===== src/rtl/afe_params.svh =====
// Constants for the imaging front end serial control and output path.
// Assumes inclusion by bare name from the package; the modules use its macros.
`ifndef AFE_PARAMS_SVH
`define AFE_PARAMS_SVH

`define AFE_ADDR_SETUP1 6'h01
`define AFE_ADDR_SETUP2 6'h02
`define AFE_ADDR_SETUP3 6'h03
`define AFE_ADDR_SWRST 6'h04
`define AFE_ADDR_SETUP4 6'h06
`define AFE_ADDR_REVISION 6'h07
`define AFE_ADDR_SETUP5 6'h08
`define AFE_ADDR_OFF_RED 6'h20
`define AFE_ADDR_OFF_GREEN 6'h21
`define AFE_ADDR_OFF_BLUE 6'h22
`define AFE_ADDR_OFF_ALL 6'h23
`define AFE_ADDR_GAIN_RED 6'h28
`define AFE_ADDR_GAIN_GREEN 6'h29
`define AFE_ADDR_GAIN_BLUE 6'h2A
`define AFE_ADDR_GAIN_ALL 6'h2B
`define AFE_READ_BIT 4

`define AFE_DEF_SETUP1 8'h0F
`define AFE_DEF_SETUP2 8'h23
`define AFE_DEF_SETUP3 8'h1F
`define AFE_DEF_SETUP4 8'h05
`define AFE_DEF_SETUP5 8'h00
`define AFE_DEF_OFFSET 8'h80
`define AFE_DEF_GAIN 8'h00

`define AFE_RANGE_POS 4
`define AFE_INVERT_POS 2
`define AFE_LATENCY_POS 6
`define AFE_COLOUR_POS 4

`define AFE_CODE_MAX 32'sd65535
`define AFE_CODE_MID 32'sd32767
`define AFE_OFFSET_MID 32'sd128
`define AFE_OFFSET_SHIFT 4
`define AFE_GAIN_UNITY 32'sd32
`define AFE_GAIN_SHIFT 5

`define AFE_CLK_PERIOD_NS 100
`define AFE_SCK_PERIOD_NS 1600
`define AFE_SCK_HALF_CYC (`AFE_SCK_PERIOD_NS / (2 * `AFE_CLK_PERIOD_NS))
`define AFE_NIBBLE_HOLD_CYC 4
`define AFE_SAMPLE_SYNC_PULSE_WIDTH_CYC 4
`define AFE_FRAME_BITS 14
`define AFE_WORD_BITS 8

`define AFE_HREG_FRAME 2'h0
`define AFE_HREG_STATUS 2'h1
`define AFE_HREG_READ 2'h2
`define AFE_HREG_SAMPLE 2'h3

`endif


===== src/rtl/afe_pkg.sv =====
// Types shared by both ends of the front end serial link.
// Assumes afe_params.svh is on the include path.
`include "afe_params.svh"
package afe_pkg;
  typedef enum logic [1:0] {
    AFE_RED, AFE_GREEN, AFE_BLUE, AFE_RESERVED
  } afe_colour_e;
  typedef enum logic [2:0] {
    AFE_H_IDLE, AFE_H_SHIFT, AFE_H_STROBE, AFE_H_GAP, AFE_H_READ
  } afe_host_state_e;
endpackage


===== src/rtl/afe_if.sv =====
// Pins between the front end and its controller.
// Assumes the bench instantiates it once and joins both ends to it.
`timescale 1ns/1ns
`default_nettype none
interface afe_if;
  logic sck;
  logic sdi;
  logic serial_enable_strobe;
  logic sample_sync_pulse;
  logic [3:0] nibble_out_bus;
  logic nibble_step_toggle;
  modport device (
    input sck,
    input sdi,
    input serial_enable_strobe,
    input sample_sync_pulse,
    output nibble_out_bus,
    output nibble_step_toggle
  );
  modport host (
    output sck,
    output sdi,
    output serial_enable_strobe,
    output sample_sync_pulse,
    input nibble_out_bus,
    input nibble_step_toggle
  );
endinterface
`default_nettype wire


===== src/rtl/afe_device.sv =====
// Digital side of the front end: serial register port and output path.
// Assumes the controller drives the serial pins and the sample sync.
//
// The register addresses and the address-and-strobe port were chosen for this implementation.
`timescale 1ns/1ns
`default_nettype none
module afe_device import afe_pkg::*; #(
  parameter int PIPE_DEPTH = 3,
  parameter logic [7:0] REVISION_CODE = 8'h5A  // Arbitrary value.
) (
  input wire logic core_clk,
  input wire logic sys_rst,
  input wire logic clk_en,
  afe_if.device link,
  input wire logic signed [15:0] sample_diff,
  output logic [15:0] last_code
);
  // ****************************************************************
  // Pin sampling
  // ****************************************************************
  logic [3:0] pins;
  logic sck_q, sen_q, sample_sync_pulse_q;
  logic sck_rise, sck_fall, sen_rise, sample_sync_pulse_rise;

  afe_sync #(.WIDTH(4)) u_sync (
    .core_clk(core_clk),
    .sys_rst(sys_rst),
    .clk_en(clk_en),
    .async_in({link.sck, link.sdi, link.serial_enable_strobe,
               link.sample_sync_pulse}),
    .sync_out(pins)
  );

  always_ff @(posedge core_clk) begin
    if (sys_rst) begin
      sck_q <= 1'b0;
      sen_q <= 1'b0;
      sample_sync_pulse_q <= 1'b0;
    end else if (clk_en) begin
      sck_q <= pins[3];
      sen_q <= pins[1];
      sample_sync_pulse_q <= pins[0];
    end
  end

  assign sck_rise = clk_en && pins[3] && !sck_q;
  assign sck_fall = clk_en && !pins[3] && sck_q;
  assign sen_rise = clk_en && pins[1] && !sen_q;
  assign sample_sync_pulse_rise = clk_en && pins[0] && !sample_sync_pulse_q;

  // ****************************************************************
  // Serial frame capture
  // ****************************************************************
  logic [`AFE_FRAME_BITS-1:0] shift_in;
  logic [5:0] frame_addr;
  logic [7:0] frame_data;
  logic do_write, do_read, do_swrst;

  always_ff @(posedge core_clk) begin
    if (sys_rst) begin
      shift_in <= '0;
    end else if (sck_rise) begin
      shift_in <= {shift_in[`AFE_FRAME_BITS-2:0], pins[2]};
    end
  end

  assign frame_addr = shift_in[`AFE_FRAME_BITS-1:8];
  assign frame_data = shift_in[7:0];
  assign do_write = sen_rise && !frame_addr[`AFE_READ_BIT];
  assign do_read = sen_rise && frame_addr[`AFE_READ_BIT];
  assign do_swrst = do_write && frame_addr == `AFE_ADDR_SWRST;

  // ****************************************************************
  // Control registers
  // ****************************************************************
  logic [7:0] setup1, setup2, setup3, setup4, setup5;
  logic [7:0] offset_code_red, offset_code_green, offset_code_blue;
  logic [7:0] gain_code_red, gain_code_green, gain_code_blue;

  always_ff @(posedge core_clk) begin
    if (sys_rst || do_swrst) begin
      setup1 <= `AFE_DEF_SETUP1;
      setup2 <= `AFE_DEF_SETUP2;
      setup3 <= `AFE_DEF_SETUP3;
      setup4 <= `AFE_DEF_SETUP4;
      setup5 <= `AFE_DEF_SETUP5;
      offset_code_red <= `AFE_DEF_OFFSET;
      offset_code_green <= `AFE_DEF_OFFSET;
      offset_code_blue <= `AFE_DEF_OFFSET;
      gain_code_red <= `AFE_DEF_GAIN;
      gain_code_green <= `AFE_DEF_GAIN;
      gain_code_blue <= `AFE_DEF_GAIN;
    end else if (do_write) begin
      if (frame_addr == `AFE_ADDR_SETUP1) begin
        setup1 <= frame_data;
      end else if (frame_addr == `AFE_ADDR_SETUP2) begin
        setup2 <= frame_data;
      end else if (frame_addr == `AFE_ADDR_SETUP3) begin
        setup3 <= frame_data;
      end else if (frame_addr == `AFE_ADDR_SETUP4) begin
        setup4 <= frame_data;
      end else if (frame_addr == `AFE_ADDR_SETUP5) begin
        setup5 <= frame_data;
      end else if (frame_addr == `AFE_ADDR_OFF_RED) begin
        offset_code_red <= frame_data;
      end else if (frame_addr == `AFE_ADDR_OFF_GREEN) begin
        offset_code_green <= frame_data;
      end else if (frame_addr == `AFE_ADDR_OFF_BLUE) begin
        offset_code_blue <= frame_data;
      end else if (frame_addr == `AFE_ADDR_OFF_ALL) begin
        offset_code_red <= frame_data;
        offset_code_green <= frame_data;
        offset_code_blue <= frame_data;
      end else if (frame_addr == `AFE_ADDR_GAIN_RED) begin
        gain_code_red <= frame_data;
      end else if (frame_addr == `AFE_ADDR_GAIN_GREEN) begin
        gain_code_green <= frame_data;
      end else if (frame_addr == `AFE_ADDR_GAIN_BLUE) begin
        gain_code_blue <= frame_data;
      end else if (frame_addr == `AFE_ADDR_GAIN_ALL) begin
        gain_code_red <= frame_data;
        gain_code_green <= frame_data;
        gain_code_blue <= frame_data;
      end
    end
  end

  // Write-only and unmapped addresses read back as zero.
  function automatic logic [7:0] read_reg(input logic [5:0] a);
    logic [7:0] v;
    v = 8'h00;
    if (a == `AFE_ADDR_SETUP1) begin
      v = setup1;
    end else if (a == `AFE_ADDR_SETUP2) begin
      v = setup2;
    end else if (a == `AFE_ADDR_SETUP3) begin
      v = setup3;
    end else if (a == `AFE_ADDR_SETUP4) begin
      v = setup4;
    end else if (a == `AFE_ADDR_REVISION) begin
      v = REVISION_CODE;
    end else if (a == `AFE_ADDR_SETUP5) begin
      v = setup5;
    end else if (a == `AFE_ADDR_OFF_RED) begin
      v = offset_code_red;
    end else if (a == `AFE_ADDR_OFF_GREEN) begin
      v = offset_code_green;
    end else if (a == `AFE_ADDR_OFF_BLUE) begin
      v = offset_code_blue;
    end else if (a == `AFE_ADDR_GAIN_RED) begin
      v = gain_code_red;
    end else if (a == `AFE_ADDR_GAIN_GREEN) begin
      v = gain_code_green;
    end else if (a == `AFE_ADDR_GAIN_BLUE) begin
      v = gain_code_blue;
    end
    return v;
  endfunction

  // ****************************************************************
  // Read-back shifter
  // ****************************************************************
  logic [7:0] rd_shift;
  logic [2:0] rd_cnt;
  logic rd_active;

  always_ff @(posedge core_clk) begin
    if (sys_rst) begin
      rd_shift <= 8'h00;
      rd_cnt <= 3'h0;
      rd_active <= 1'b0;
    end else if (do_read) begin
      rd_shift <= read_reg(frame_addr & ~6'h10);
      rd_cnt <= 3'h0;
      rd_active <= 1'b1;
    end else if (sck_fall && rd_active) begin
      rd_shift <= {rd_shift[6:0], 1'b0};
      rd_cnt <= rd_cnt + 3'h1;
      if (rd_cnt == 3'h7) begin
        rd_active <= 1'b0;
      end
    end
  end

  // ****************************************************************
  // Conversion path
  // ****************************************************************
  afe_colour_e colour_select;
  logic [1:0] adc_range_select, output_latency;
  logic output_invert;
  logic [7:0] sel_offset, sel_gain;
  logic signed [31:0] v2, v3, d1;
  logic [15:0] next_code;

  assign colour_select = afe_colour_e'(setup4[`AFE_COLOUR_POS +: 2]);
  assign adc_range_select = setup1[`AFE_RANGE_POS +: 2];
  assign output_invert = setup2[`AFE_INVERT_POS];
  assign output_latency = setup2[`AFE_LATENCY_POS +: 2];

  always_comb begin
    case (colour_select)
      AFE_GREEN: begin
        sel_offset = offset_code_green;
        sel_gain = gain_code_green;
      end
      AFE_BLUE: begin
        sel_offset = offset_code_blue;
        sel_gain = gain_code_blue;
      end
      default: begin
        sel_offset = offset_code_red;
        sel_gain = gain_code_red;
      end
    endcase
    v2 = 32'(sample_diff) + ((32'(sel_offset) - `AFE_OFFSET_MID)
         <<< `AFE_OFFSET_SHIFT);
    v3 = (v2 * (`AFE_GAIN_UNITY + $signed(32'(sel_gain))))
         >>> `AFE_GAIN_SHIFT;
    case (adc_range_select)
      2'b10: d1 = v3 + `AFE_CODE_MAX;
      2'b11: d1 = v3;
      default: d1 = v3 + `AFE_CODE_MID;
    endcase
    if (d1 < 0) begin
      next_code = 16'h0000;
    end else if (d1 > `AFE_CODE_MAX) begin
      next_code = 16'hFFFF;
    end else begin
      next_code = d1[15:0];
    end
    if (output_invert) begin
      next_code = 16'hFFFF - next_code;
    end
  end

  logic [15:0] stage [0:PIPE_DEPTH];
  assign stage[0] = next_code;

  generate
    for (genvar i = 1; i <= PIPE_DEPTH; i++) begin : g_pipe
      always_ff @(posedge core_clk) begin
        if (sys_rst) begin
          stage[i] <= 16'h0000;
        end else if (sample_sync_pulse_rise) begin
          stage[i] <= stage[i-1];
        end
      end
    end
  endgenerate

  // ****************************************************************
  // Nibble output
  // ****************************************************************
  logic [15:0] out_word;
  logic [1:0] nib_idx;
  logic [2:0] hold_cnt;
  logic nib_busy, nib_load;

  always_ff @(posedge core_clk) begin
    if (sys_rst) begin
      out_word <= 16'h0000;
      last_code <= 16'h0000;
    end else if (sample_sync_pulse_rise) begin
      out_word <= stage[output_latency];
      last_code <= next_code;
    end
  end

  assign nib_load = clk_en && nib_busy &&
                    hold_cnt == 3'(`AFE_NIBBLE_HOLD_CYC - 1);

  always_ff @(posedge core_clk) begin
    if (sys_rst) begin
      nib_busy <= 1'b0;
      nib_idx <= 2'h0;
      hold_cnt <= 3'h0;
    end else if (sample_sync_pulse_rise) begin
      nib_busy <= 1'b1;
      nib_idx <= 2'h0;
      hold_cnt <= 3'(`AFE_NIBBLE_HOLD_CYC - 1);
    end else if (nib_load) begin
      hold_cnt <= 3'h0;
      nib_idx <= nib_idx + 2'h1;
      if (nib_idx == 2'h3) begin
        nib_busy <= 1'b0;
      end
    end else if (clk_en && nib_busy) begin
      hold_cnt <= hold_cnt + 3'h1;
    end
  end

  logic [3:0] nib_data;
  logic nib_step;

  always_ff @(posedge core_clk) begin
    if (sys_rst) begin
      nib_data <= 4'h0;
      nib_step <= 1'b0;
    end else if (nib_load) begin
      nib_data <= out_word[4'(15 - 4 * nib_idx) -: 4];
      nib_step <= !nib_step;
    end
  end

  // The step flag leaves through the same register stage as the bus, so
  // the far end never sees a step before the nibble that it announces.
  always_ff @(posedge core_clk) begin
    if (sys_rst) begin
      link.nibble_out_bus <= 4'h0;
      link.nibble_step_toggle <= 1'b0;
    end else if (clk_en) begin
      link.nibble_step_toggle <= nib_step;
      link.nibble_out_bus <= {rd_active ? rd_shift[7] : nib_data[3],
                              nib_data[2:0]};
    end
  end
endmodule
`default_nettype wire


===== src/rtl/afe_sync.sv =====
// Two flip-flop synchroniser for a group of unrelated levels.
// Assumes each bit is a level that is read only after the second stage.
`timescale 1ns/1ns
`default_nettype none
module afe_sync import afe_pkg::*; #(
  parameter int WIDTH = 1
) (
  input wire logic core_clk,
  input wire logic sys_rst,
  input wire logic clk_en,
  input wire logic [WIDTH-1:0] async_in,
  output logic [WIDTH-1:0] sync_out
);
  logic [WIDTH-1:0] stage1;

  always_ff @(posedge core_clk) begin
    if (sys_rst) begin
      stage1 <= '0;
      sync_out <= '0;
    end else if (clk_en) begin
      stage1 <= async_in;
      sync_out <= stage1;
    end
  end
endmodule
`default_nettype wire


===== src/flat_wrapper.sv =====
// flat-port wrapper written by rule: the top's interface ports become plain ports
module afe_device_flat import afe_pkg::*;
#(
  parameter int PIPE_DEPTH = 3,
  parameter logic [7:0] REVISION_CODE = 8'h5A                     
)
  (core_clk, sys_rst, clk_en, sample_diff, last_code, link_sck, link_sdi, link_serial_enable_strobe, link_sample_sync_pulse, link_nibble_out_bus, link_nibble_step_toggle);
  afe_if link_i ();
  input wire logic core_clk;
  input wire logic sys_rst;
  input wire logic clk_en;
  input wire logic signed [15:0] sample_diff;
  output logic [15:0] last_code;
  input wire logic [$bits(link_i.sck)-1:0] link_sck;
  input wire logic [$bits(link_i.sdi)-1:0] link_sdi;
  input wire logic [$bits(link_i.serial_enable_strobe)-1:0] link_serial_enable_strobe;
  input wire logic [$bits(link_i.sample_sync_pulse)-1:0] link_sample_sync_pulse;
  output wire logic [$bits(link_i.nibble_out_bus)-1:0] link_nibble_out_bus;
  output wire logic [$bits(link_i.nibble_step_toggle)-1:0] link_nibble_step_toggle;
  assign link_i.sck = link_sck;
  assign link_i.sdi = link_sdi;
  assign link_i.serial_enable_strobe = link_serial_enable_strobe;
  assign link_i.sample_sync_pulse = link_sample_sync_pulse;
  assign link_nibble_out_bus = link_i.nibble_out_bus;
  assign link_nibble_step_toggle = link_i.nibble_step_toggle;
  afe_device #(.PIPE_DEPTH(PIPE_DEPTH), .REVISION_CODE(REVISION_CODE)) u_core (.core_clk(core_clk), .sys_rst(sys_rst), .clk_en(clk_en), .link(link_i), .sample_diff(sample_diff), .last_code(last_code));
endmodule

===== config.mk =====
export PLATFORM = sky130hd
export DESIGN_NAME = afe_device_flat
export DESIGN_NICKNAME = d
export VERILOG_FILES = /design/src/rtl/afe_pkg.sv /design/src/rtl/afe_if.sv /design/src/rtl/afe_device.sv /design/src/rtl/afe_sync.sv /design/src/flat_wrapper.sv
export VERILOG_INCLUDE_DIRS = /design/src /design/src/rtl
export SDC_FILE = /design/constraint.sdc
export NUM_CORES = 1
export LEC_CHECK = 0
export BUFFER_PORTS_ARGS = -buffer_cell sky130_fd_sc_hd__buf_4
export CAP_MARGIN = 10
export CORE_MARGIN = 3
export CORE_UTILIZATION = 60
export DETAILED_ROUTE_END_ITERATION = 6
export MAX_ROUTING_LAYER = met4
export PLACE_DENSITY = 0.88
export SLEW_MARGIN = 20
export SYNTH_ARGS = -nofsm -noshare
export SYNTH_HDL_FRONTEND = slang
export SYNTH_SLANG_ARGS = --single-unit
export TNS_END_PERCENT = 30

===== constraint.sdc =====
create_clock -name core_clk -period 41.8 [get_ports core_clk]
set_input_delay 12.54 -clock core_clk [delete_from_list [all_inputs] [get_ports core_clk]]
set_output_delay 12.54 -clock core_clk [all_outputs]
set_load 0.005 [all_outputs]

After elaboration in Yosys (flattened, before gate mapping)

Cells that the tools add are included.

Bits of input ports: 23
Output and inout bits: 21
Word-level logic and storage cells: 191
Register bits: 205

$lt $le $gt $ge: 3
Shifts and indexed selects: 1
Multipliers: 1
Muxes and demuxes: 45
$add $sub $neg: 10
Reductions and logical operators: 48
Eq/ne operators: 39
Bitwise operators: 12

Operator list:

| cell                     | number |
|---|---|
| $mux W8                  | 26 |
| $mux W16                 | 5 |
| $pmux W32 S2             | 1 |
| $eq A6 B6 Y1 const B     | 8 |
| $reduce_and A13 Y1       | 3 |
| $add A32 B32 Y32         | 1 |
| $bmux W16 S2             | 1 |
| $gt A32 B17 Y1 const B   | 1 |
| $lt A32 B1 Y1 const B    | 1 |
| $mul A32 B10 Y32         | 1 |
| $pmux W8 S2              | 2 |
| $eq A5 B5 Y1 const B     | 6 |
| $add A27 B16 Y28 const B | 1 |
| $add A27 B17 Y28 const B | 1 |
| $reduce_and A9 Y1        | 3 |
| $reduce_bool A2 Y1       | 10 |
| $shiftx A19 B5 Y4        | 1 |
| $sub A16 B16 Y16 const A | 1 |
| $logic_and A1 B1 Y1      | 14 |
| $eq A6 B2 Y1 const B     | 2 |
| $eq A6 B3 Y1 const B     | 2 |
| $ne A2 B1 Y1 const B     | 6 |
| $not A1 Y1               | 11 |
| $eq A5 B2 Y1 const B     | 2 |
| 28 further kinds         | 49 |

Logic depth before layout (Yosys ltp)

Gate-level depths: netlist (run 1).

Depth after elaboration: 15
Gate-level depth with buffers: 51
Depth with buffers taken out: 46

By module

From an unflattened synthesis (run 1), not the netlist that was laid out.

Cells, all modules: 1977
Area, all modules: 16557.1 sq um

Modules (own cells, without submodules):

| module     | cells an instance | area an instance (sq um) | sequential area each (sq um) | instances |
|---|---|---|---|---|
| afe_device | 1951              | 16271.9                  | 3943.8                       | 1 |
| afe_sync   | 26                | 285.3                    | 160.2                        | 1 |

Worst setup path after synthesis (run 1)

No wires, ideal clock.

Kind: input -> register
Start: input port sample_diff[4]
End: register u_core.stage[40] (netlist name)
Path buffers: 3
Arrival time: 21.959 ns
Slack: 19.719 ns
Required time: 41.678 ns
Cell stages on the path: 40
Cell sequence: ha_1 fa_1 a21o_1 a31oi_1 a21o_1 nor2_1 nor2_1 o21bai_1 a21oi_1 xnor2_1 nand2_1 fa_1 inv_1 fa_1 fa_1 fa_1 fa_1 ha_1 (+4 left out) a31o_4 nor2b_1 xnor2_1 ha_1 nor2_1 nor2_1 nand2_1 a2111oi_0 nor3_1 nor4_1 nand3b_1 or3_1 or2_2 o21ai_1 and2_1 buf_4 nand2_1 a221o_1

Longest elaborated chain between the ends: 9

Ends and longest elaborated chain:

| what                                                                  | line               | text |
|---|---|---|
| start, declared                                                       | flat_wrapper.sv:12 | `input wire logic signed [15:0] sample_diff;` |
| $add A32 B32 Y32 *                                                    | afe_device.sv:215  | `` v2 = 32'(sample_diff) + ((32'(sel_offset) - `AFE_OFFSET_MID) `` |
| $mul A32 B10 Y32 *                                                    | afe_device.sv:217  | `` v3 = (v2 * (`AFE_GAIN_UNITY + $signed(32'(sel_gain)))) `` |
| $add A27 B16 Y28 (no source line) or $add A27 B17 Y28 (tied branches) | --                 |  |
| $pmux W32 S2 *                                                        | afe_device.sv:219  | `case (adc_range_select)` |
| $gt A32 B17 Y1 (no source line)                                       | --                 |  |
| $mux W16                                                              | afe_device.sv:226  | `` end else if (d1 > `AFE_CODE_MAX) begin `` |
| $mux W16 *                                                            | afe_device.sv:224  | `if (d1 < 0) begin` |
| $sub A16 B16 Y16                                                      | afe_device.sv:232  | `next_code = 16'hFFFF - next_code;` |
| $mux W16 *                                                            | afe_device.sv:231  | `if (output_invert) begin` |
| end signal, assigned by index                                         | afe_device.sv:245  | `stage[i] <= stage[i-1];` |
| end, declared                                                         | afe_device.sv:236  | `logic [15:0] stage [0:PIPE_DEPTH];` |

Every way passes the cells marked *; elsewhere a longest branch is shown, timed or not.
A chain may end at the register's enable or synchronous reset.

Worst setup path in the final report (run 1)

Start: input port sample_diff[4]
End: register u_core.out_word[5]

Longest elaborated chain between the ends: 12

Ends and longest elaborated chain:

| what                                                                  | line              | text |
|---|---|---|
| $add A32 B32 Y32 *                                                    | afe_device.sv:215 |  |
| $mul A32 B10 Y32 *                                                    | afe_device.sv:217 |  |
| $add A27 B16 Y28 (no source line) or $add A27 B17 Y28 (tied branches) | --                |  |
| $pmux W32 S2 *                                                        | afe_device.sv:219 |  |
| $gt A32 B17 Y1 (no source line)                                       | --                |  |
| $mux W16                                                              | afe_device.sv:226 |  |
| $mux W16 *                                                            | afe_device.sv:224 |  |
| $sub A16 B16 Y16                                                      | afe_device.sv:232 |  |
| $mux W16 *                                                            | afe_device.sv:231 |  |
| $bmux W16 S2 *                                                        | afe_device.sv:264 | `out_word <= stage[output_latency];` |
| $mux W16 (not written as such) * (2 in series)                        | afe_device.sv:264 |  |
| end signal, assigned                                                  | afe_device.sv:264 |  |
| end, declared                                                         | afe_device.sv:254 | `logic [15:0] out_word;` |

Every way passes the cells marked *; elsewhere a longest branch is shown, timed or not. The select of a mux whose other input is x is not followed.

==> results.yml, run 1 <==
clocking:
  path_clk_slew_ns: 0.06
  clock_path_buffers: 3
  cts_buffers: 23
  cts_hold_buf: 0
  cts_resized: 0
  cts_tree: "built"
  clock-root-buffer: "clkbuf_16"
  post_cts_buffers: 0
  htreeDepth: 1
  clock_latency_ns: 0.52
  cts_sinks: 205
floorplanning:
  ios: 44
  rows: 64
  die_h_um: 183
  die_x_um: 183
  design.die.area_um2: 33400
  initial_core_util: 0.611
  core-area_um2: 30700
critical_path:
  worst-path-stages: 38
  cp-start-kind: "input port"
  endpoint_kind: "register"
  r2r-start: "u_core.setup4[4]$_SDFFE_PP0P_"
  regToRegSetupSlack_ns: 27.96
  crit_path_top_delay_cell: "o21ai_1"
  path_max_fanout: 21
  crit_path_frequent_cell: "fa_1"
  path_delay_family: "adder cells"
  reg2reg_depth: 40
  cp.arrival_ns: 24.18
  worstSetupStartpoint: "sample_diff[4]"
  cpPeakStageDelay_ns: 0.75
  critPathRequiredTime_ns: 42.20
  cp_num_buf_inv: 2
  r2r_end: "u_core.out_word[5]$_SDFFE_PP0P_"
  critical_path.endpoint: "u_core.out_word[5]$_SDFFE_PP0P_"
  path_class: "input port to register"
grt:
  grt_usage: 0.301
  grt_max_degree: 72
  grt_pass1_vias: 16500
  grt_pass1_wl_mm: 81.3
  antenna_found_initial: 1
  grt.overflow.total: 0
synthesis:
  synth_warnings: 0
  synth_cell_type_count: 85
  syn_inst: 2338
  synthesis.nets: 2626
  synth.avg_cell_area_um2: 8.01
  ys_ff_latch: 205
  synth_flop_cell: "dfxtp_1"
  synth_edf_count: 0
  yosysSeqAreaShare: 0.219
  synth_area_um2: 18700
  async_reset_ff_frac: 0
sta:
  finalSetupViolCount: 0
  tightest_slew_ns: 1.06
  hold_viol: 0
  skew_ns: 0.0282
  slew_headroom: 0.291
  fin_setup_tns_ns: 0
  fin_hold_ws_ns: 0.452
  rsz0062_at_grt: "no"
  fmaxAchievable_ghz: 0.0421
  fin_crit_ns: 23.77
  fin_crit_sh: 0.569
  slew_violations: 0
outcome:
  status: "complete, no violations"
cells_and_area:
  nets: 2551
  reg_top3: "u_core.stage x48, u_core.out_word x16, u_core.shift_in x14"
  n_fill_cell: 2458
  fin_area_um2: 19900
  fin_util: 0.649
  area_growth_pct: 6.21
  largest_reg_flops: 48
  drive_above_1_share: 0.0649
  regMostFlops: "u_core.stage"
route:
  routed_via_density: 6.21
  drtAntennaViolNets: 0
  drt_iter0_drc: 1529
  wirelength_mm: 49.8
  drc: 0
  dr.pass1.iters: 6
  via_count: 16600
  wire_per_inst_um: 18.6
power:
  swShare: 0.245
  power_density_nw_per_um2: 23.2
  clkPwrFrac: 0.479
  switchingPower_uw: 113
  internal_power_uw: 348
  p_comb_frac: 0.091
  seqPwrFrac: 0.429
  vdd_drop_max_uv: 24.3
  leakagePower_uw: 0.00861
min_path:
  min_path_type: "register to register"
placed_design:
  dp_hpwl_mm: 36.8
  port-buffer-count: 43
  dpl_cell_area_um2: 19000
  gp_congestion: 0.980
job:
  maxCapViolations: 0
## Yosys cell counts (6+ instances only)
| cell | count | area, µm² |
|---|---|---|
| ha_1 | 88 | 1100 |
| mux2_2 | 9 | 101 |
| a21oi_1 | 156 | 781 |
| nand3_1 | 56 | 280 |
| and3_1 | 11 | 68.8 |
| and2_1 | 30 | 188 |
| o211ai_1 | 13 | 97.6 |
| a221oi_1 | 10 | 87.6 |
| a211oi_1 | 14 | 105 |
| a21o_1 | 19 | 143 |
| a221o_1 | 21 | 210 |
| or4_1 | 6 | 45.0 |
| nand2b_1 | 17 | 106 |
| mux2i_1 | 87 | 871 |
| dfxtp_1 | 205 | 4100 |
| xnor2_1 | 52 | 455 |
| o31ai_1 | 8 | 60.1 |
| nor2b_1 | 20 | 125 |
| o21a_1 | 12 | 90.1 |
| buf_2 | 9 | 45.0 |
| inv_1 | 208 | 781 |
| nor3_1 | 31 | 155 |
| clkbuf_1 | 125 | 469 |
| xor2_1 | 21 | 184 |
| nor4_1 | 9 | 56.3 |
| or2_2 | 7 | 43.8 |
| buf_1 | 10 | 37.5 |
| buf_4 | 18 | 135 |
| o22ai_1 | 23 | 144 |
| a31oi_1 | 18 | 113 |
| nand4_1 | 10 | 62.6 |
| o21ai_0 | 62 | 310 |
| or3_1 | 7 | 43.8 |
| nor2_1 | 200 | 751 |
| fa_1 | 177 | 3540 |
| a22oi_1 | 33 | 248 |
| nand2_1 | 443 | 1660 |
## metal layers
layer  GRT usage  share of wire
met1       0.379           0.40
met2       0.485           0.46
met3      0.0674          0.099
met4      0.0969          0.035
met5           -              0
## worst min path at each step
| stage | slack (ns) | end | cells past startpoint | from |
|---|---|---|---|---|
| 6_report | 0.45 | u_core.stage[12]$_SDFFE_PP0P_ | 2 | u_core.stage[12]$_SDFFE_PP0P_ |
| 3_3_place_gp | 0.44 | u_core.stage[12]$_SDFFE_PP0P_ | 2 | u_core.stage[12]$_SDFFE_PP0P_ |
| 2_1_floorplan | 0.43 | u_core.shift_in[0]$_SDFFE_PP0P_ | 2 | u_core.u_sync.sync_out[2]$_SDFFE_PP0P_ |
| 3_5_place_dp | 0.45 | u_core.stage[12]$_SDFFE_PP0P_ | 2 | u_core.stage[12]$_SDFFE_PP0P_ |
| 5_1_grt | 0.47 | u_core.stage[12]$_SDFFE_PP0P_ | 2 | u_core.stage[12]$_SDFFE_PP0P_ |
| 4_1_cts | 0.46 | u_core.stage[12]$_SDFFE_PP0P_ | 2 | u_core.stage[12]$_SDFFE_PP0P_ |
## metrics by stage
stage / std cells / total power, µW / setup slack [ns]
floorplan: 2338 / 232 / 19.72
global placement: 2634 / 242 / 18.34
detailed placement: 2634 / 243 / 17.64
CTS: 2676 / 461 / 18.14
global route: 2677 / 475 / 17.24
finish: 2677 / 460 / 18.03
## worst min-delay path, cell delays in order, from the launching register on
cell and delay [ns]:
dfxtp_1 0.30, nand2_1 0.05, a21oi_1 0.05
## layout by cell type (no fill, tap or decap), types with 13 or more instances in the layout
cell type and count:
nand2_1 443, inv_1 208, dfxtp_1 205, nor2_1 199, fa_1 177, a21oi_1 156, ha_1 88, mux2i_1 87
buf_4 63, o21ai_0 61, nand3_1 56, xnor2_1 52, a22oi_1 33, and2_1 30, nor3_1 30, o22ai_1 23
clkbuf_16 23, a221o_1 21, nor2b_1 20, xor2_1 20, a21o_1 19, a31oi_1 18, nand2b_1 17, a211oi_1 14
o211ai_1 13
## cell families (layout without fill, tap and decap cells)
| logic type | count (synthesis) | in the layout | share of synthesized area |
|---|---|---|---|
| AO/OA/AOI/OAI | 443 | 443 | 0.155 |
| XOR/XNOR | 74 | 74 | 0.0353 |
| adder cells (fa/ha/maj) | 265 | 265 | 0.248 |
| buffers and inverters | 373 | 315 | 0.0794 |
| flip-flops | 205 | 205 | 0.219 |
| multiplexers | 100 | 100 | 0.0567 |
| other | 0 | 1 | 0 |
| AND/OR/NAND/NOR | 878 | 878 | 0.206 |
## final cells by class
type	count	area [µm²]	share of cell area
timing repair buffer	63	473	0.0238
antenna	1	2.50	0.000126
tap	396	495	0.0249
multi-input combinational	1760	13200	0.663
inverter	210	788	0.0396
sequential	205	4100	0.206
clock buffer	29	648	0.0326
clock inverter	13	198	0.00994
## power by group through the flow
stage          combinational, µW  sequential [µW]  clock, µW
2_1_floorplan               30.7              202          0
3_3_place_gp                39.6              202          0
3_5_place_dp                41.1              202          0
4_1_cts                     41.3              198        222
5_1_grt                     46.3              198        231
6_report                    42.1              198        221
(Power assumes the default switching activity.)
==> run 2: changes to the inputs <==
==> constraint.sdc (replaced) <==
create_clock -name core_clk -period 22 [get_ports core_clk]
set_input_delay 6.6 -clock core_clk [delete_from_list [all_inputs] [get_ports core_clk]]
set_output_delay 6.6 -clock core_clk [all_outputs]
set_load 0.005 [all_outputs]
==> run 2 against run 1 <==
Net effect: combinational power rose by 89%; worst setup slack got worse by 14 ns; via count rose by 0.31%; clock skew fell by 0.0053 ns; die area did not move; sequential power rose by 90%.
==> results.yml, run 2 (synthesis gave the netlist of run 1 again) <==
critical_path:
  cp.arrival_ns: 18.21
  reg2reg_depth: 40
  crit_path_frequent_cell: "fa_1"
  endpoint_kind: "register"
  crit_path_top_delay_cell: "and2_1"
  cp-start-kind: "input port"
  cpPeakStageDelay_ns: 0.77
  path_class: "input port to register"
  path_max_fanout: 21
  critPathRequiredTime_ns: 22.41
clocking:
  cts_resized: 0
  cts_hold_buf: 0
  clock_path_buffers: 3
  clock-root-buffer: "clkbuf_16"
  path_clk_slew_ns: 0.06
  cts_buffers: 22
  post_cts_buffers: 0
  clock_latency_ns: 0.53
  cts_tree: "built"
  htreeDepth: 1
  cts_sinks: 205
sta:
  skew_ns: 0.0229
  fin_crit_ns: 17.80
  slew_violations: 0
  finalSetupViolCount: 0
  fin_setup_tns_ns: 0
  hold_viol: 0
  fin_crit_sh: 0.809
  slew_headroom: 0.241
  fmaxAchievable_ghz: 0.0562
  tightest_slew_ns: 1.14
  rsz0062_at_grt: "no"
cells_and_area:
  regMostFlops: "u_core.stage"
  nets: 2550
  n_fill_cell: 2487
  drive_above_1_share: 0.0637
  reg_top3: "u_core.stage x48, u_core.out_word x16, u_core.shift_in x14"
  final_common_cell: "nand2_1"
  fin_util: 0.645
  antenna_cells: 0
  layout_common_cells: "nand2_1, inv_1, dfxtp_1"
  area_growth_pct: 5.55
  largest_reg_flops: 48
floorplanning:
  core-area_um2: 30700
  die_h_um: 183
  design.die.area_um2: 33400
  die_x_um: 183
  initial_core_util: 0.611
  ios: 44
  rows: 64
route:
  wirelength_mm: 49.7
  routed_via_density: 6.24
  met2WireLength_mm: 23.4
  drtAntennaViolNets: 0
  drt_iter0_drc: 1659
  wl_met3_mm: 4.82
  wire_per_inst_um: 18.6
  top_layer: "met4"
  wl_met1_mm: 20.1
  drc: 0
  via_count: 16700
  dr.pass1.iters: 6
power:
  clkPwrFrac: 0.449
  seqPwrFrac: 0.455
  p_comb_frac: 0.096
  internal_power_uw: 615
  vdd_drop_max_uv: 42.9
  switchingPower_uw: 212
  swShare: 0.256
  power_density_nw_per_um2: 41.8
  leakagePower_uw: 0.00856
placed_design:
  gp_congestion: 0.981
  port-buffer-count: 43
  dp_hpwl_mm: 36.6
grt:
  antenna_found_initial: 0
  grt.overflow.total: 0
  grt_max_degree: 72
  grt_pass1_wl_mm: 82.3
  grt_usage: 0.304
  grt_pass1_vias: 16700
outcome:
  status: "complete, no violations"
min_path:
  min_path_type: "register to register"
  hold_depth: 2
job:
  maxCapViolations: 0
run 2: changes by cell type in the layout (fill, tap and decap cells not counted):
| cell | change |
|---|---|
| bufinv_16 | -3 |
| clkinv_2 | +3 |
| clkinvlp_4 | -2 |
| clkbuf_1 | -1 |
| clkbuf_16 | -1 |
| clkinv_4 | +1 |
| diode_2 | -1 |
| inv_8 | -1 |
run 2: final timing paths:
path	start	end	slack, ns
worst max-delay path	sample_diff[4]	u_core.out_word[5]$_SDFFE_PP0P_	4.20
worst min-delay path	u_core.stage[1]$_SDFFE_PP0P_	u_core.stage[1]$_SDFFE_PP0P_	0.45
worst max register to register	u_core.setup4[4]$_SDFFE_PP0P_	u_core.out_word[5]$_SDFFE_PP0P_	8.22
worst min register to register	u_core.stage[1]$_SDFFE_PP0P_	u_core.stage[1]$_SDFFE_PP0P_	0.45
run 2: worst max-delay path: cells and delay by family:
family	cells	cell delay [ns]
buffers and inverters	2	0.17
and+or+nand+nor	15	3.83
adders and majority gates	9	4.03
AOI/OAI and AO/OA	10	3.15
xor gates and xnor gates	2	0.43
run 2: metal layers:
metal,track usage,vias up
met2,0.493,882
met3,0.0496,148
li1,-,7660
met5,-,-
met4,0.0789,0
met1,0.399,7979
run 2: area by class of cell:
class / count / area (µm²) / area share
sequential: 205 / 4100 / 0.208
timing repair buffer: 63 / 473 / 0.0239
tap: 396 / 495 / 0.0251
clock inverter: 11 / 105 / 0.00532
inverter: 210 / 788 / 0.0399
multi-input combinational: 1760 / 13200 / 0.667
clock buffer: 27 / 619 / 0.0313
run 2: stage by stage:
stage	std cells	area, µm²	hold slack, ns	setup slack (ns)	total power [µW]
after CTS	2672	19800	0.456	4.39	827
after global routing	2672	19800	0.469	3.38	851
final	2672	19800	0.454	4.20	827
after detailed placement	2634	19000	0.449	3.92	462
after floorplan	2338	18700	0.431	5.86	441
after global placement	2634	19000	0.439	4.49	459
run 2: power by group through the flow:
stage,sequential [µW],combinational [µW],clock (µW)
final,376,79.6,371
after global routing,376,87.8,388
after CTS,376,78.1,373
after detailed placement,384,77.8,0
after global placement,384,75.3,0
after floorplan,383,58.3,0
==> run 3: changes to the inputs <==
--- a/config.mk
+++ b/config.mk
@@ -6,6 +6,7 @@
 export SDC_FILE = /design/constraint.sdc
 export NUM_CORES = 1
 export LEC_CHECK = 0
+export ABC_AREA = 1
 export BUFFER_PORTS_ARGS = -buffer_cell sky130_fd_sc_hd__buf_4
 export CAP_MARGIN = 10
 export CORE_MARGIN = 3
==> constraint.sdc (replaced) <==
create_clock -name core_clk -period 17.2 [get_ports core_clk]
set_input_delay 5.16 -clock core_clk [delete_from_list [all_inputs] [get_ports core_clk]]
set_output_delay 5.16 -clock core_clk [all_outputs]
set_load 0.005 [all_outputs]
==> run 3 against run 2 <==
Net effect: routed wire length is 0.54% higher; synthesized area is 0.30% lower; first-iteration DRC count is 24% higher; via count is 3.7% higher; design area is 0.21% lower; critical endpoint is now u_core.out_word[4]$_SDFFE_PP0P_.
==> results.yml, run 3 <==
outcome:
  status: "complete, no violations"
synthesis:
  synthTopCellsByCount: "nand2_1, inv_1, o21ai_0, a21oi_1, nor2_1"
  synth_cell_type_count: 62
  async_reset_ff_frac: 0
  syn_inst: 2581
  synth_area_um2: 18700
  synth.largest_area_cell: "dfxtp_1"
  ys_ff_latch: 205
  synth_flop_cell: "dfxtp_1"
  synth.top_cell.area_share: 0.220
  yosysSeqAreaShare: 0.220
  synthesis.nets: 2869
  synth_most_common_cell: "nand2_1"
  synth_edf_count: 0
  synth_area_leaders: "dfxtp_1, fa_1, nand2_1"
  synth.avg_cell_area_um2: 7.23
  synth_warnings: 0
placed_design:
  dpl_cell_area_um2: 19000
  port-buffer-count: 43
  dp_hpwl_mm: 37.7
  gp_congestion: 0.976
clocking:
  clock_latency_ns: 0.52
  cts_tree: "built"
  cts_hold_buf: 0
  clock_path_buffers: 3
  cts_resized: 0
  cts_buffers: 21
  clock-root-buffer: "clkbuf_16"
  path_clk_slew_ns: 0.06
  htreeDepth: 1
  cts_sinks: 205
  post_cts_buffers: 0
critical_path:
  cp.arrival_ns: 14.13
  crit_path_top_delay_cell: "fa_1"
  cp-start-kind: "input port"
  regToRegSetupSlack_ns: 6.49
  reg2reg_depth: 48
  endpoint_kind: "register"
  r2r-start: "u_core.setup4[4]$_SDFFE_PP0P_"
  cpPeakStageDelay_ns: 0.58
  crit_path_frequent_cell: "nand2_1"
  critPathRequiredTime_ns: 17.63
  path_max_fanout: 33
  path_class: "input port to register"
  r2r_end: "u_core.out_word[4]$_SDFFE_PP0P_"
min_path:
  min_to: "u_core.nib_busy$_SDFFE_PP0P_"
  hold_depth: 2
  min_path_type: "register to register"
  min_from: "u_core.nib_busy$_SDFFE_PP0P_"
floorplanning:
  die_h_um: 182
  die_x_um: 182
  rows: 63
  design.die.area_um2: 33300
  ios: 44
  core-area_um2: 30200
  initial_core_util: 0.618
route:
  drt_iter0_drc: 2063
  wirelength_mm: 50.0
  dr.pass1.iters: 7
  drc: 0
  routed_via_density: 5.88
  wire_per_inst_um: 17.0
  drtAntennaViolNets: 0
  via_count: 17300
cells_and_area:
  layout_common_cells: "nand2_1, inv_1, o21ai_0"
  regMostFlops: "u_core.stage"
  fin_area_um2: 19700
  antenna_cells: 0
  area_growth_pct: 5.65
  reg_top3: "u_core.stage x48, u_core.out_word x16, u_core.shift_in x14"
  final_common_cell: "nand2_1"
  largest_reg_flops: 48
  nets: 2824
  n_fill_cell: 2539
  drive_above_1_share: 0.0776
sta:
  hold_viol: 0
  fin_crit_ns: 13.70
  slew_violations: 0
  tightest_slew_ns: 1.07
  slew_headroom: 0.283
  finalSetupViolCount: 0
  fin_setup_tns_ns: 0
  rsz0062_at_grt: "no"
  fin_hold_ws_ns: 0.462
  fmaxAchievable_ghz: 0.0730
  skew_ns: 0.0226
  fin_crit_sh: 0.796
grt:
  met2_usage: 0.478
  grt_pass1_wl_mm: 82.2
  grt_use_met1: 0.408
  met3_usage: 0.0520
  grt_pass1_vias: 16800
  grt_busiest_layer: "met2"
  grt_max_degree: 84
  grt.overflow.total: 0
  antenna_found_initial: 0
  grt_usage: 0.304
power:
  power_density_nw_per_um2: 56.6
  leakagePower_uw: 0.00952
  vdd_drop_max_uv: 58.2
job:
  maxCapViolations: 0
-- run 3: changes by cell type in the layout (fill, tap and decap cells not counted), moves of 17 or more --
| cell | delta |
|---|---|
| nand2_2 | +33 |
| o21ai_0 | +185 |
| nand2b_1 | -17 |
| a22oi_1 | -30 |
| a221o_1 | -19 |
| mux2i_1 | -87 |
| inv_1 | +232 |
| nand3_2 | +17 |
| a21oi_1 | +68 |
| and2_1 | -29 |
| nor2b_1 | -20 |
| nor3_1 | -17 |
| xnor2_1 | -42 |
| nand3_1 | +77 |
-- run 3: power breakdown --
part	switching, µW	total, µW	internal, µW
Combinational	111	163	51.8
Clock	195	462	267
Sequential	7.82	492	484
-- run 3: cells by family after synthesis --
kind of cell               count (synthesis)  share of synthesized area
adders and majority gates                265                      0.249
AOI/OAI and AO/OA                        595                      0.175
xor gates and xnor gates                  41                     0.0214
DFF                                      205                      0.220
buffers and inverters                    576                      0.122
and+or+nand+nor                          899                      0.214
-- run 3: worst max-delay path by stage --
stage              startpoint                          endpoint
2_1_floorplan  sample_diff[6]  u_core.out_word[10]$_SDFFE_PP0P_
3_3_place_gp   sample_diff[6]   u_core.out_word[0]$_SDFFE_PP0P_
3_5_place_dp   sample_diff[6]   u_core.out_word[3]$_SDFFE_PP0P_
4_1_cts        sample_diff[6]   u_core.out_word[4]$_SDFFE_PP0P_
5_1_grt        sample_diff[6]   u_core.out_word[3]$_SDFFE_PP0P_
6_report       sample_diff[6]   u_core.out_word[4]$_SDFFE_PP0P_
-- run 3: layer usage --
metal,wire length (µm),part of all wire
met1,21200,0.42
met2,22700,0.45
met3,4540,0.091
met4,1580,0.032
met5,0,0
-- run 3: area by class of cell --
class / instances / area, µm² / area share
multi-input cells: 1800 / 12300 / 0.626
flip-flops and latches: 205 / 4110 / 0.208
inverters: 458 / 1720 / 0.0871
clock buffers: 30 / 619 / 0.0314
well taps: 390 / 488 / 0.0247
repair buffers: 50 / 375 / 0.0190
clock inverters: 8 / 77.6 / 0.00393
-- run 3: worst max-delay path, delay by kind of cell --
kind	cells	cell delay, ns
AO/OA/AOI/OAI	5	0.92
adder cells (fa/ha/maj)	8	3.83
buffers and inverters	9	0.77
AND/OR/NAND/NOR	22	3.40
-- run 3: per-stage QoR --
stage / worst slack [ns] / instances / total power [µW] / utilization
final: 3.50 / 2941 / 1120 / 0.653
after global routing: 2.92 / 2941 / 1160 / 0.653
after CTS: 3.64 / 2941 / 1120 / 0.653
after detailed placement: 3.14 / 2903 / 661 / 0.630
after global placement: 3.31 / 2903 / 656 / 0.630
after floorplan: 4.74 / 2581 / 618 / -
